## src/shared/arb_pkg.sv

```systemverilog
// constants shared by the backplane arbiter
`default_nettype none
package arb_pkg;
	// scheduling forms
	localparam logic [1:0] FORM_FIXED = 2'h0;
	localparam logic [1:0] FORM_ROTATE = 2'h1;
	localparam logic [1:0] FORM_SINGLE = 2'h2;
	// number of request/grant levels and the highest level index
	localparam int LEVELS = 4;
	localparam logic [1:0] TOP_LEVEL = 2'h3;
	// clock period and grant timeout
	localparam int CLK_PERIOD_NS = 4;
	localparam int GRANT_TIMEOUT_NS = 2000;
	localparam int GRANT_TIMEOUT_CYC = GRANT_TIMEOUT_NS / CLK_PERIOD_NS;
	// every grant line released high
	localparam logic [3:0] ALL_HIGH = 4'hf;
endpackage : arb_pkg
`default_nettype wire
```

## src/rtl/backplane_bus_arbiter.sv

```systemverilog
// slot-1 arbiter driving grant chains and bus clear from request and busy lines
`default_nettype none

// Notes on behaviour
// - boards forward a low grant unless requesting on that level.
// - granted requester pulls busy low, owns bus until releasing it.
// - all mandatory outputs actively driven; inputs monitored.
// - same-level requesters ranked by slot via the grant chain.
// - owner holds busy low until its grant input returns high.
// - owner holds busy low for a minimum pulse width.
module backplane_bus_arbiter #(
	parameter int TIMEOUT_CYC = arb_pkg::GRANT_TIMEOUT_CYC,
	parameter bit USE_TIMEOUT = 1'b1,
	parameter bit ROTATE_CLEAR = 1'b1
) (
	input wire logic i_ref_clk,
	input wire logic i_rst_n,
	input wire logic i_clk_en,
	input wire logic [1:0] i_form,
	input wire logic [3:0] i_req_n,
	input wire logic i_busy_n,
	output logic [3:0] o_grant_n,
	output logic o_clear_n,
	output logic o_owner_valid,
	output logic o_timeout
);

	////////////////////////////////////////////////////////////////////////
	typedef enum logic [2:0] {
		ST_IDLE = 3'h1,
		ST_GRANT = 3'h2,
		ST_BUSY = 3'h4
	} state_t;

	typedef struct packed {
		logic [3:0] req_meta;
		logic [3:0] req_sync;
		logic busy_meta;
		logic busy_sync;
		logic busy_last;
		state_t state;
		logic [1:0] level;
		logic [31:0] timer;
		logic [3:0] grant_n;
		logic clear_n;
		logic owner_valid;
		logic timeout;
	} arb_t;

	arb_t cur_reg;
	arb_t cur_next;

	// level index of the highest set bit, fixed order 3 down to 0
	function automatic logic [1:0] top_pending(input logic [3:0] req);
		logic [1:0] lvl;
		lvl = 2'h0;
		for (int i = 0; i < arb_pkg::LEVELS; i++) begin
			if (req[i]) begin
				lvl = 2'(i);
			end
		end
		return lvl;
	endfunction

	// first pending level scanning down from start-1 with wrap
	function automatic logic [1:0] rotate_pick(input logic [3:0] req,
			input logic [1:0] start);
		logic [1:0] lvl;
		logic [1:0] probe;
		logic found;
		lvl = start;
		found = 1'b0;
		for (int k = 1; k <= arb_pkg::LEVELS; k++) begin
			probe = start - 2'(k);
			if (!found && req[probe]) begin
				lvl = probe;
				found = 1'b1;
			end
		end
		return lvl;
	endfunction

	// one-hot active-low grant for a level
	function automatic logic [3:0] grant_for(input logic [1:0] lvl);
		return ~(4'h1 << lvl);
	endfunction

	////////////////////////////////////////////////////////////////////////
	logic [3:0] req_live;
	logic busy_live;
	logic [3:0] req_seen;
	logic busy_rise;

	// second flop outputs only; the meta stage feeds nothing else
	always_comb begin
		req_live = ~cur_reg.req_sync;
		busy_live = ~cur_reg.busy_sync;
		// single form ignores levels 0..2 entirely
		if (cur_reg.state == ST_IDLE && i_form == arb_pkg::FORM_SINGLE) begin
			req_seen = req_live & 4'h8;
		end else if (i_form == arb_pkg::FORM_SINGLE) begin
			req_seen = req_live & 4'h8;
		end else begin
			req_seen = req_live;
		end
		// rise found on synced samples only, never on the raw pin
		busy_rise = cur_reg.busy_sync & ~cur_reg.busy_last;
	end

	////////////////////////////////////////////////////////////////////////
	// next-state logic for the whole arbiter
	always_comb begin
		cur_next = cur_reg;
		// two-stage synchronisers on async backplane lines
		cur_next.req_meta = i_req_n;
		cur_next.req_sync = cur_reg.req_meta;
		cur_next.busy_meta = i_busy_n;
		cur_next.busy_sync = cur_reg.busy_meta;
		cur_next.busy_last = cur_reg.busy_sync;
		cur_next.timeout = 1'b0;
		case (cur_reg.state)
			ST_IDLE: begin
				// busy high and a request in the synchronised sample, two cycles behind the pins
				if (!busy_live && req_seen != 4'h0) begin
					if (i_form == arb_pkg::FORM_ROTATE) begin
						cur_next.level = rotate_pick(req_seen, cur_reg.level);
					end else begin
						cur_next.level = top_pending(req_seen);
					end
					cur_next.state = ST_GRANT;
					cur_next.timer = 32'h0;
				end
			end
			ST_GRANT: begin
				// hold grant until owner shows busy low or the grant timeout runs out
				if (busy_live) begin
					cur_next.state = ST_BUSY;
				end else if (USE_TIMEOUT &&
						cur_reg.timer >= 32'(TIMEOUT_CYC - 1)) begin
					// nobody answered: withdraw the grant
					cur_next.state = ST_IDLE;
					cur_next.timeout = 1'b1;
				end else begin
					cur_next.timer = cur_reg.timer + 32'h1;
				end
			end
			ST_BUSY: begin
				// only busy going high again frees the next grant
				if (busy_rise) begin
					cur_next.state = ST_IDLE;
				end
			end
			default: begin
				cur_next.state = ST_IDLE;
			end
		endcase
		// grant driven only in grant state; chain resolves ties
		if (cur_next.state == ST_GRANT) begin
			cur_next.grant_n = grant_for(cur_next.level);
		end else begin
			cur_next.grant_n = arb_pkg::ALL_HIGH;
		end
		// single form never lowers levels 0..2
		if (i_form == arb_pkg::FORM_SINGLE) begin
			cur_next.grant_n[2:0] = 3'h7;
		end
		cur_next.owner_valid = (cur_next.state == ST_BUSY);
		// bus clear: fixed form on higher request, rotating on any other
		cur_next.clear_n = 1'b1;
		if (cur_reg.state != ST_IDLE) begin
			if (i_form == arb_pkg::FORM_FIXED) begin
				if ((req_seen >> cur_reg.level) > 4'h1) begin
					cur_next.clear_n = 1'b0;
				end
			end else if (i_form == arb_pkg::FORM_ROTATE && ROTATE_CLEAR) begin
				if ((req_seen & grant_for(cur_reg.level)) != 4'h0) begin
					cur_next.clear_n = 1'b0;
				end
			end
		end
	end

	////////////////////////////////////////////////////////////////////////
	// state register; reset parks lines high, pointer at level 3
	always_ff @(posedge i_ref_clk or negedge i_rst_n) begin
		if (!i_rst_n) begin
			cur_reg <= '{req_meta: 4'hf, req_sync: 4'hf, busy_meta: 1'b1,
				busy_sync: 1'b1, busy_last: 1'b1, state: ST_IDLE,
				level: arb_pkg::TOP_LEVEL, timer: 32'h0, grant_n: 4'hf,
				clear_n: 1'b1, owner_valid: 1'b0, timeout: 1'b0};
		end else if (i_clk_en) begin
			cur_reg <= cur_next;
		end
	end

	assign o_grant_n = cur_reg.grant_n;
	assign o_clear_n = cur_reg.clear_n;
	assign o_owner_valid = cur_reg.owner_valid;
	assign o_timeout = cur_reg.timeout;
endmodule : backplane_bus_arbiter
`default_nettype wire

```

## config.mk

```make
export PLATFORM = sky130hd
export DESIGN_NAME = backplane_bus_arbiter
export DESIGN_NICKNAME = d
export VERILOG_FILES = /design/src/shared/arb_pkg.sv /design/src/rtl/backplane_bus_arbiter.sv
export SDC_FILE = /design/constraint.sdc
export NUM_CORES = 1
export LEC_CHECK = 0
export ABC_AREA = 1
export BUFFER_PORTS_ARGS = -buffer_cell sky130_fd_sc_hd__buf_2
export CORE_ASPECT_RATIO = 0.75
export CORE_UTILIZATION = 55
export DETAILED_ROUTE_END_ITERATION = 12
export GPL_TIMING_DRIVEN = 0
export HOLD_SLACK_MARGIN = 0.15
export PLACE_DENSITY = 0.82
export SLEW_MARGIN = 10
export SYNTH_ARGS = -nofsm -noshare
export SYNTH_HDL_FRONTEND = slang
export SYNTH_SLANG_ARGS = --single-unit
```

## constraint.sdc

```tcl
create_clock -name i_ref_clk -period 2.38 [get_ports i_ref_clk]
set_input_delay 0.119 -clock i_ref_clk [delete_from_list [all_inputs] [get_ports i_ref_clk]]
set_output_delay 0.119 -clock i_ref_clk [all_outputs]
set_load 0.01 [all_outputs]
```

==> results of run 1 <==
final cells by class:
class / instances / share of cell area, %
sequential: 55 / 45.7
clock buffer: 5 / 2.24
inverter: 48 / 6.04
tap: 57 / 2.33
buffer: 11 / 2.65
timing repair buffer: 22 / 4.73
clock inverter: 3 / 1.43
multi-input combinational: 195 / 34.9
layer usage:
metal	global-route usage, %	vias up
li1	-	1045
met5	0	-
met4	5.51	0
met3	4.19	5
met1	28.7	954
met2	35.8	50
power groups by stage:
stage	clock network, mW	logic [mW]	registers, mW
after floorplan	0	0.834	1.28
final	0.597	1.11	1.29
after global placement	0	1.03	1.30
after global routing	0.650	1.27	1.31
after CTS	0.620	1.08	1.30
after detailed placement	0	1.06	1.31
kinds of logic (layout without fill, tap and decap cells):
| logic type | after synthesis | in the layout |
|---|---|---|
| flops | 55 | 55 |
| xor+xnor | 6 | 6 |
| compound gates | 38 | 38 |
| mux | 5 | 5 |
| buf+inv | 59 | 89 |
| simple gates | 141 | 141 |
| fa+ha+maj | 5 | 5 |
worst max-delay path, cell delays in order, from the launching register on:
cell and delay, ns:
sky130_fd_sc_hd__dfstp_2 0.62, sky130_fd_sc_hd__inv_4 0.09, sky130_fd_sc_hd__ha_2 0.33, sky130_fd_sc_hd__inv_1 0.12, sky130_fd_sc_hd__nand3_2 0.10, sky130_fd_sc_hd__nand2_2 0.11, sky130_fd_sc_hd__nand2_1 0.05, sky130_fd_sc_hd__nand2_1 0.07
sky130_fd_sc_hd__nand2_1 0.05, sky130_fd_sc_hd__nand3_1 0.08, sky130_fd_sc_hd__nand2_1 0.08, sky130_fd_sc_hd__nand2_1 0.08, sky130_fd_sc_hd__nand2_1 0.07, sky130_fd_sc_hd__nor2_1 0.10, sky130_fd_sc_hd__nor2_1 0.04
synth_stat cells (all sizes together), types with 6 or more instances:
| cell | number |
|---|---|
| dfstp | 19 |
| nand4 | 7 |
| nor2 | 46 |
| nand3 | 25 |
| nor3 | 6 |
| nand2 | 55 |
| inv | 48 |
| buf | 9 |
| dfrtp | 36 |
| o21ai | 19 |
| o31ai | 6 |
cell usage in the layout, fill, tap and decap left out, drive strengths merged, types with 5 or more instances in the layout:
| cell | instances |
|---|---|
| nor2 | 46 |
| nand2 | 55 |
| xor2 | 5 |
| nor3 | 6 |
| clkbuf | 7 |
| o21ai | 19 |
| mux2 | 5 |
| buf | 25 |
| inv | 48 |
| a21oi | 5 |
| o31ai | 6 |
| ha | 5 |
| nand4 | 7 |
| nand3 | 25 |
| dfstp | 19 |
| dlygate4sd3 | 6 |
| dfrtp | 36 |
metrics by stage:
step | cells | total power [mW]
6_report | 396 | 2.99
5_1_grt | 396 | 3.24
4_1_cts | 395 | 2.99
2_1_floorplan | 309 | 2.11
3_5_place_dp | 381 | 2.37
3_3_place_gp | 381 | 2.33
path summary, 6_finish.rpt:
kind,endpoint,from
setup / recovery,o_grant_n[1],cur_reg[39]
hold / removal,o_clear_n,i_form[1]
setup reg to reg,o_grant_n[1],cur_reg[39]
hold reg to reg,cur_reg[44],cur_reg[44]
max in group asynchronous,cur_reg[16],i_rst_n
min in group asynchronous,cur_reg[11],i_rst_n
timing repair:
item                                   CTS  global route
buffers inserted                         0             1
setup endpoints to repair                0             2
endpoints found under the hold margin   41             0
gates resized for setup                  0             1
hold buffers                             6             0
==> results.toml, run 1 <==
[run_status]
status = "completed"

[hold_path]
worst_hold_path_type = "in2reg"
min_delay_path_depth = 3

[power_and_ir_drop]
comb_power_share_pct = 36.9
p_sw_share_pct = 37.3
net_switching_component_of_the_power_mw = 1.12
leakagePower_nw = 1.44
power.share.clock_pct = 20.0
internal_power_mw = 1.87
powerDensity_nw_per_um2 = 976
vdd_drop_max_mv = 0.522
seqPwrFrac_pct = 43.1

[layout]
areaGrowthSynthToFinish_pct = 12.1
nets = 353
insertedDiodeCount = 0
finalInstanceArea_um2 = 3070
fin_util_pct = 66.3
multi_input_comb_area_um2 = 1070
largest_reg_flops = 42
post_route_cells_drive_above_1_share_pct = 23.0
nFillCells = 372
layout.area.seq_um2 = 1400

[timing]
whs_ns = 0.172
timing.fmax_ghz = 0.481
final-hold-violation-count = 0
max_slew_margin_pct = 57.3
clock_skew_ns = 0.00740
setup_ws_ns = 0.300
rsz_0062_raised_after_global_routing = "no"
timing_worst_slew_pin_value_ns = 0.640
finalSetupViolations = 0
totalNegativeSetupSlack_ns = 0
period_share_pct = 87.4
final.min_clock_period_ns = 2.08
final_count_of_pins_violating_max_slew = 0

[floorplan]
core_area_um2 = 4620
design.portCount = 17
design.die.area_um2 = 5260
initial_core_util_pct = 59.1
row_count = 21
dieHeight_um = 63.1
die_w_um = 83.4

[synth]
synth_compound_gate_area_share_pct = 8.56
synth-xor-area-share_pct = 1.92
synth_warnings = 0
synth.ff_latch_count = 55
postSynthNetCount = 324
largest_family_of_logic_cells_by_synthesized_area = "simple AND/OR/NAND/NOR gates"
synth_area_leader_cell = "sky130_fd_sc_hd__dfrtp_1"
synth.top_cell.area_share_pct = 33.0
yosys-mux-area-fraction_pct = 2.06
synth_simple_gate_area_share_pct = 24.2
synth_area_per_cell_um2 = 8.85
synth_adder_area_share_pct = 2.29
synth-seq-area-share_pct = 51.2
syn-cell-area_um2 = 2730
synth_cell_type_count = 36
synth_async_sr_flop_share_pct = 100
synth_top_cells_by_area = "sky130_fd_sc_hd__dfrtp_1 (33%), sky130_fd_sc_hd__dfstp_2 (18%), sky130_fd_sc_hd__nand2_1 (6.5%)"
netlist_instances = 309
number_of_synthesized_flops_with_an_enable_pin = 0
synth_ff_type = "sky130_fd_sc_hd__dfrtp_1"

[worst_setup_path]
critPathArrivalTime_ns = 2.32
setup.worst_path.start_class = "flop"
timing.critical_path.required_ns = 2.62
timing.reg2reg.setup_slack_ns = 0.30
critical_path.endpoint_type = "flop"
timing.reg2reg.worst_path_depth = 14
top_fanout_value_on_the_critical_path = 9
critical_path_class = "reg2reg"

[global_route]
first_global_vias = 2100
first_pass_grt_wire_length_um = 9080
initial_antenna_violation_count = 0
largest_net_degree_at_the_start_of_global_routing = 56
overflow_left_after_global_routing = 0
grt_use_total_pct = 21.3

[clocking]
clockBufferDepth = 2
worst_skew_pair.late_latency_ns = 0.30
clock_sink_count = 55
clock_tree_from_tritoncts = "built"
clk_transition_reported_paths_ns = 0.09
ctsRootBufferMaster = "sky130_fd_sc_hd__clkbuf_8"
h-tree-depth = 2
numCtsBuffers = 5

[drt]
wl_met2_um = 2200
wirelength_met1_um = 2410
met3RoutedLength_um = 259
drc = 0
drt_iter0_markers = 98
viasPerCell = 5.19
detail_route.wl_per_cell_um = 12.4
route.top_layer_used = "met4"
detailroute.via_count = 2054
drt_wl_total_um = 4900
drtPass1Iterations = 4
drt.antenna.violating_nets = 0

[placement]
place.port_buffers = 15
post-dp-hpwl_um = 3540
placement.cell_area_um2 = 2880
place_congestion = 0.876
place_ws_ns = 0.201

[run]
drv.max_cap_violation_count = 0
(Power assumes the default switching activity.)
==> inputs of run 2 (changes only) <==
--- a/config.mk
+++ b/config.mk
@@ -8,11 +8,11 @@
 export ABC_AREA = 1
 export BUFFER_PORTS_ARGS = -buffer_cell sky130_fd_sc_hd__buf_2
 export CORE_ASPECT_RATIO = 0.75
-export CORE_UTILIZATION = 55
+export CORE_UTILIZATION = 30
 export DETAILED_ROUTE_END_ITERATION = 12
 export GPL_TIMING_DRIVEN = 0
 export HOLD_SLACK_MARGIN = 0.15
-export PLACE_DENSITY = 0.82
+export PLACE_DENSITY = 0.54
 export SLEW_MARGIN = 10
 export SYNTH_ARGS = -nofsm -noshare
 export SYNTH_HDL_FRONTEND = slang
==> run 2 against run 1 <==
  * Critical endpoint unchanged
  * Largest power group unchanged
  * The flow now finishes with violations (design-rule violations)
  * Worst setup slack got worse by 0.088 ns
  * Die area increased by 81%
  * Cell count grew 13%
  * Worst hold slack gained 0.023 ns
==> results.toml, run 2 (same netlist as run 1, synthesis figures left out) <==
[timing]
rsz_0062_raised_after_global_routing = "no"
max_slew_margin_pct = 55.7
setup_ws_ns = 0.212
finalSetupViolations = 0
timing_worst_slew_pin_value_ns = 0.664
timing.fmax_ghz = 0.461
period_share_pct = 91.1
totalNegativeSetupSlack_ns = 0
final_count_of_pins_violating_max_slew = 0
clock_skew_ns = 0.00465
final.min_clock_period_ns = 2.17
final-hold-violation-count = 0

[worst_setup_path]
timing.critical_path.required_ns = 2.60
path_delay_family = "simple AND/OR/NAND/NOR gates"
top_fanout_value_on_the_critical_path = 9
setup.worst_path.start_class = "flop"
critical_path_class = "reg2reg"
crit_path_frequent_cell = "sky130_fd_sc_hd__nand2_1"
critical_path.endpoint_type = "flop"
path_cells = "inv_4 > ha_1 > inv_1 > nand3_2 > nand2_2 > nand2_1 > nand2_1 > nand2_1 > nand3_1 > nand2_1 > nand2_1 > nand2_1 > nor2_1 > nor2_1"
worst_path_largest_cell_delay_ns = 0.63
buffers_and_inverters_on_the_worst_path = 2
critPathArrivalTime_ns = 2.39
crit_slowest_cell = "sky130_fd_sc_hd__dfstp_2"

[layout]
layout.area.seq_um2 = 1400
layout_common_cells = "sky130_fd_sc_hd__nand2_1 (47), sky130_fd_sc_hd__nor2_1 (46), sky130_fd_sc_hd__inv_1 (44)"
fin_util_pct = 37.1
largest_reg_flops = 42
post_route_cells_drive_above_1_share_pct = 22.9
areaGrowthSynthToFinish_pct = 17.3
nFillCells = 868
insertedDiodeCount = 0
nets = 354
layout.cells.most_common = "sky130_fd_sc_hd__nand2_1"
multi_input_comb_area_um2 = 1070

[clocking]
ctsRootBufferMaster = "sky130_fd_sc_hd__clkbuf_16"
clock_tree_from_tritoncts = "built"
postCtsResizedCells = 0
worst_skew_pair.late_latency_ns = 0.28
clockBufferDepth = 2
numCtsBuffers = 5
h-tree-depth = 2
clock_sink_count = 55
clk_transition_reported_paths_ns = 0.07

[floorplan]
row_count = 29
die_w_um = 112
design.die.area_um2 = 9500
dieHeight_um = 84.7
initial_core_util_pct = 31.7
core_area_um2 = 8640
design.portCount = 17

[drt]
detailroute.via_count = 1998
drc = 1
drt_iter0_markers = 83
drt.antenna.violating_nets = 0
drt_wl_total_um = 5070
viasPerCell = 4.46
drtPass1Iterations = 8
detail_route.wl_per_cell_um = 11.3

[placement]
post-dp-hpwl_um = 3660
place.port_buffers = 15
place_ws_ns = 0.183
place_congestion = 0.787

[run_status]
status = "complete, but fails checks"
failed_checks = "design-rule violations"

[global_route]
largest_net_degree_at_the_start_of_global_routing = 56
initial_antenna_violation_count = 0
grt_use_total_pct = 11.8
first_pass_grt_wire_length_um = 9190
first_global_vias = 1948
overflow_left_after_global_routing = 0

[power_and_ir_drop]
leakagePower_nw = 1.48
vdd_drop_max_mv = 0.489
powerDensity_nw_per_um2 = 1020

[hold_path]
worst_hold_path_type = "in2reg"

[run]
drv.max_cap_violation_count = 0
==> run 2: changes by cell type in the layout (fill, tap and decap cells not counted), sizes merged <==
cell	change
inv	+1
buf	+1
clkbuf	+1
clkinv	-2
==> run 2: path summary, 6_finish.rpt <==
path	startpoint	endpoint	slack [ns]	cells after the start
setup / recovery	cur_reg[39]	o_grant_n[1]	0.21	14
hold / removal	i_form[1]	o_clear_n	0.20	3
setup reg to reg	cur_reg[39]	o_grant_n[1]	0.21	14
hold reg to reg	cur_reg[44]	cur_reg[44]	0.48	2
max in group asynchronous	i_rst_n	cur_reg[43]	1.53	2
min in group asynchronous	i_rst_n	cur_reg[34]	0.41	2
==> run 2: through the flow <==
stage                     area [um^2]  std cells  total power, mW  hold slack (ns)
after CTS                        3190        446             3.28            0.189
after global routing             3210        448             3.53            0.257
after floorplan                  2730        309             2.11           -0.177
after global placement           2940        432             2.36            0.352
final                            3210        448             3.27            0.195
after detailed placement         2940        432             2.37            0.354
==> run 2: timing repair <==
action                                  in CTS  in global routing
buffers inserted                             0                  2
hold endpoints to repair                    41                  0
endpoints found under the setup margin       0                  3
hold buffers                                 6                  0
==> run 2: power breakdown <==
part | leakage, nW | internal [mW] | switching, mW | total [mW]
sequential | 0.694 | 1.15 | 0.141 | 1.29
combinational | 0.697 | 0.421 | 0.679 | 1.10
clock | 0.0925 | 0.561 | 0.320 | 0.880
total | 1.48 | 2.13 | 1.14 | 3.27
==> run 2: worst register-to-register path: cells and delay by family (launching register included) <==
kind                     cells  cell delay (ns)
adder cells (fa/ha/maj)      1             0.39
flip-flops                   1             0.63
buffers and inverters        2             0.23
AND/OR/NAND/NOR             11             0.83
==> run 2: per-layer routing <==
layer / wire (um) / part of all wire (%) / global-route usage, % / vias up
met2: 2050 / 41 / 16.8 / 26
met3: 156 / 3.1 / 2.53 / 2
met4: 27 / 0.53 / 2.18 / 0
met1: 2830 / 56 / 18.2 / 924
met5: 0 / 0 / 0 / -
li1: - / - / - / 1046
==> run 2: layout make-up <==
cell class / count / area share (%)
clock buffers: 6 / 4.68
clock inverters: 2 / 1.13
flip-flops and latches: 55 / 43.6
multi-input cells: 195 / 33.3
inverters: 48 / 5.77
repair buffers: 23 / 4.76
well taps: 108 / 4.21
plain buffers: 11 / 2.54
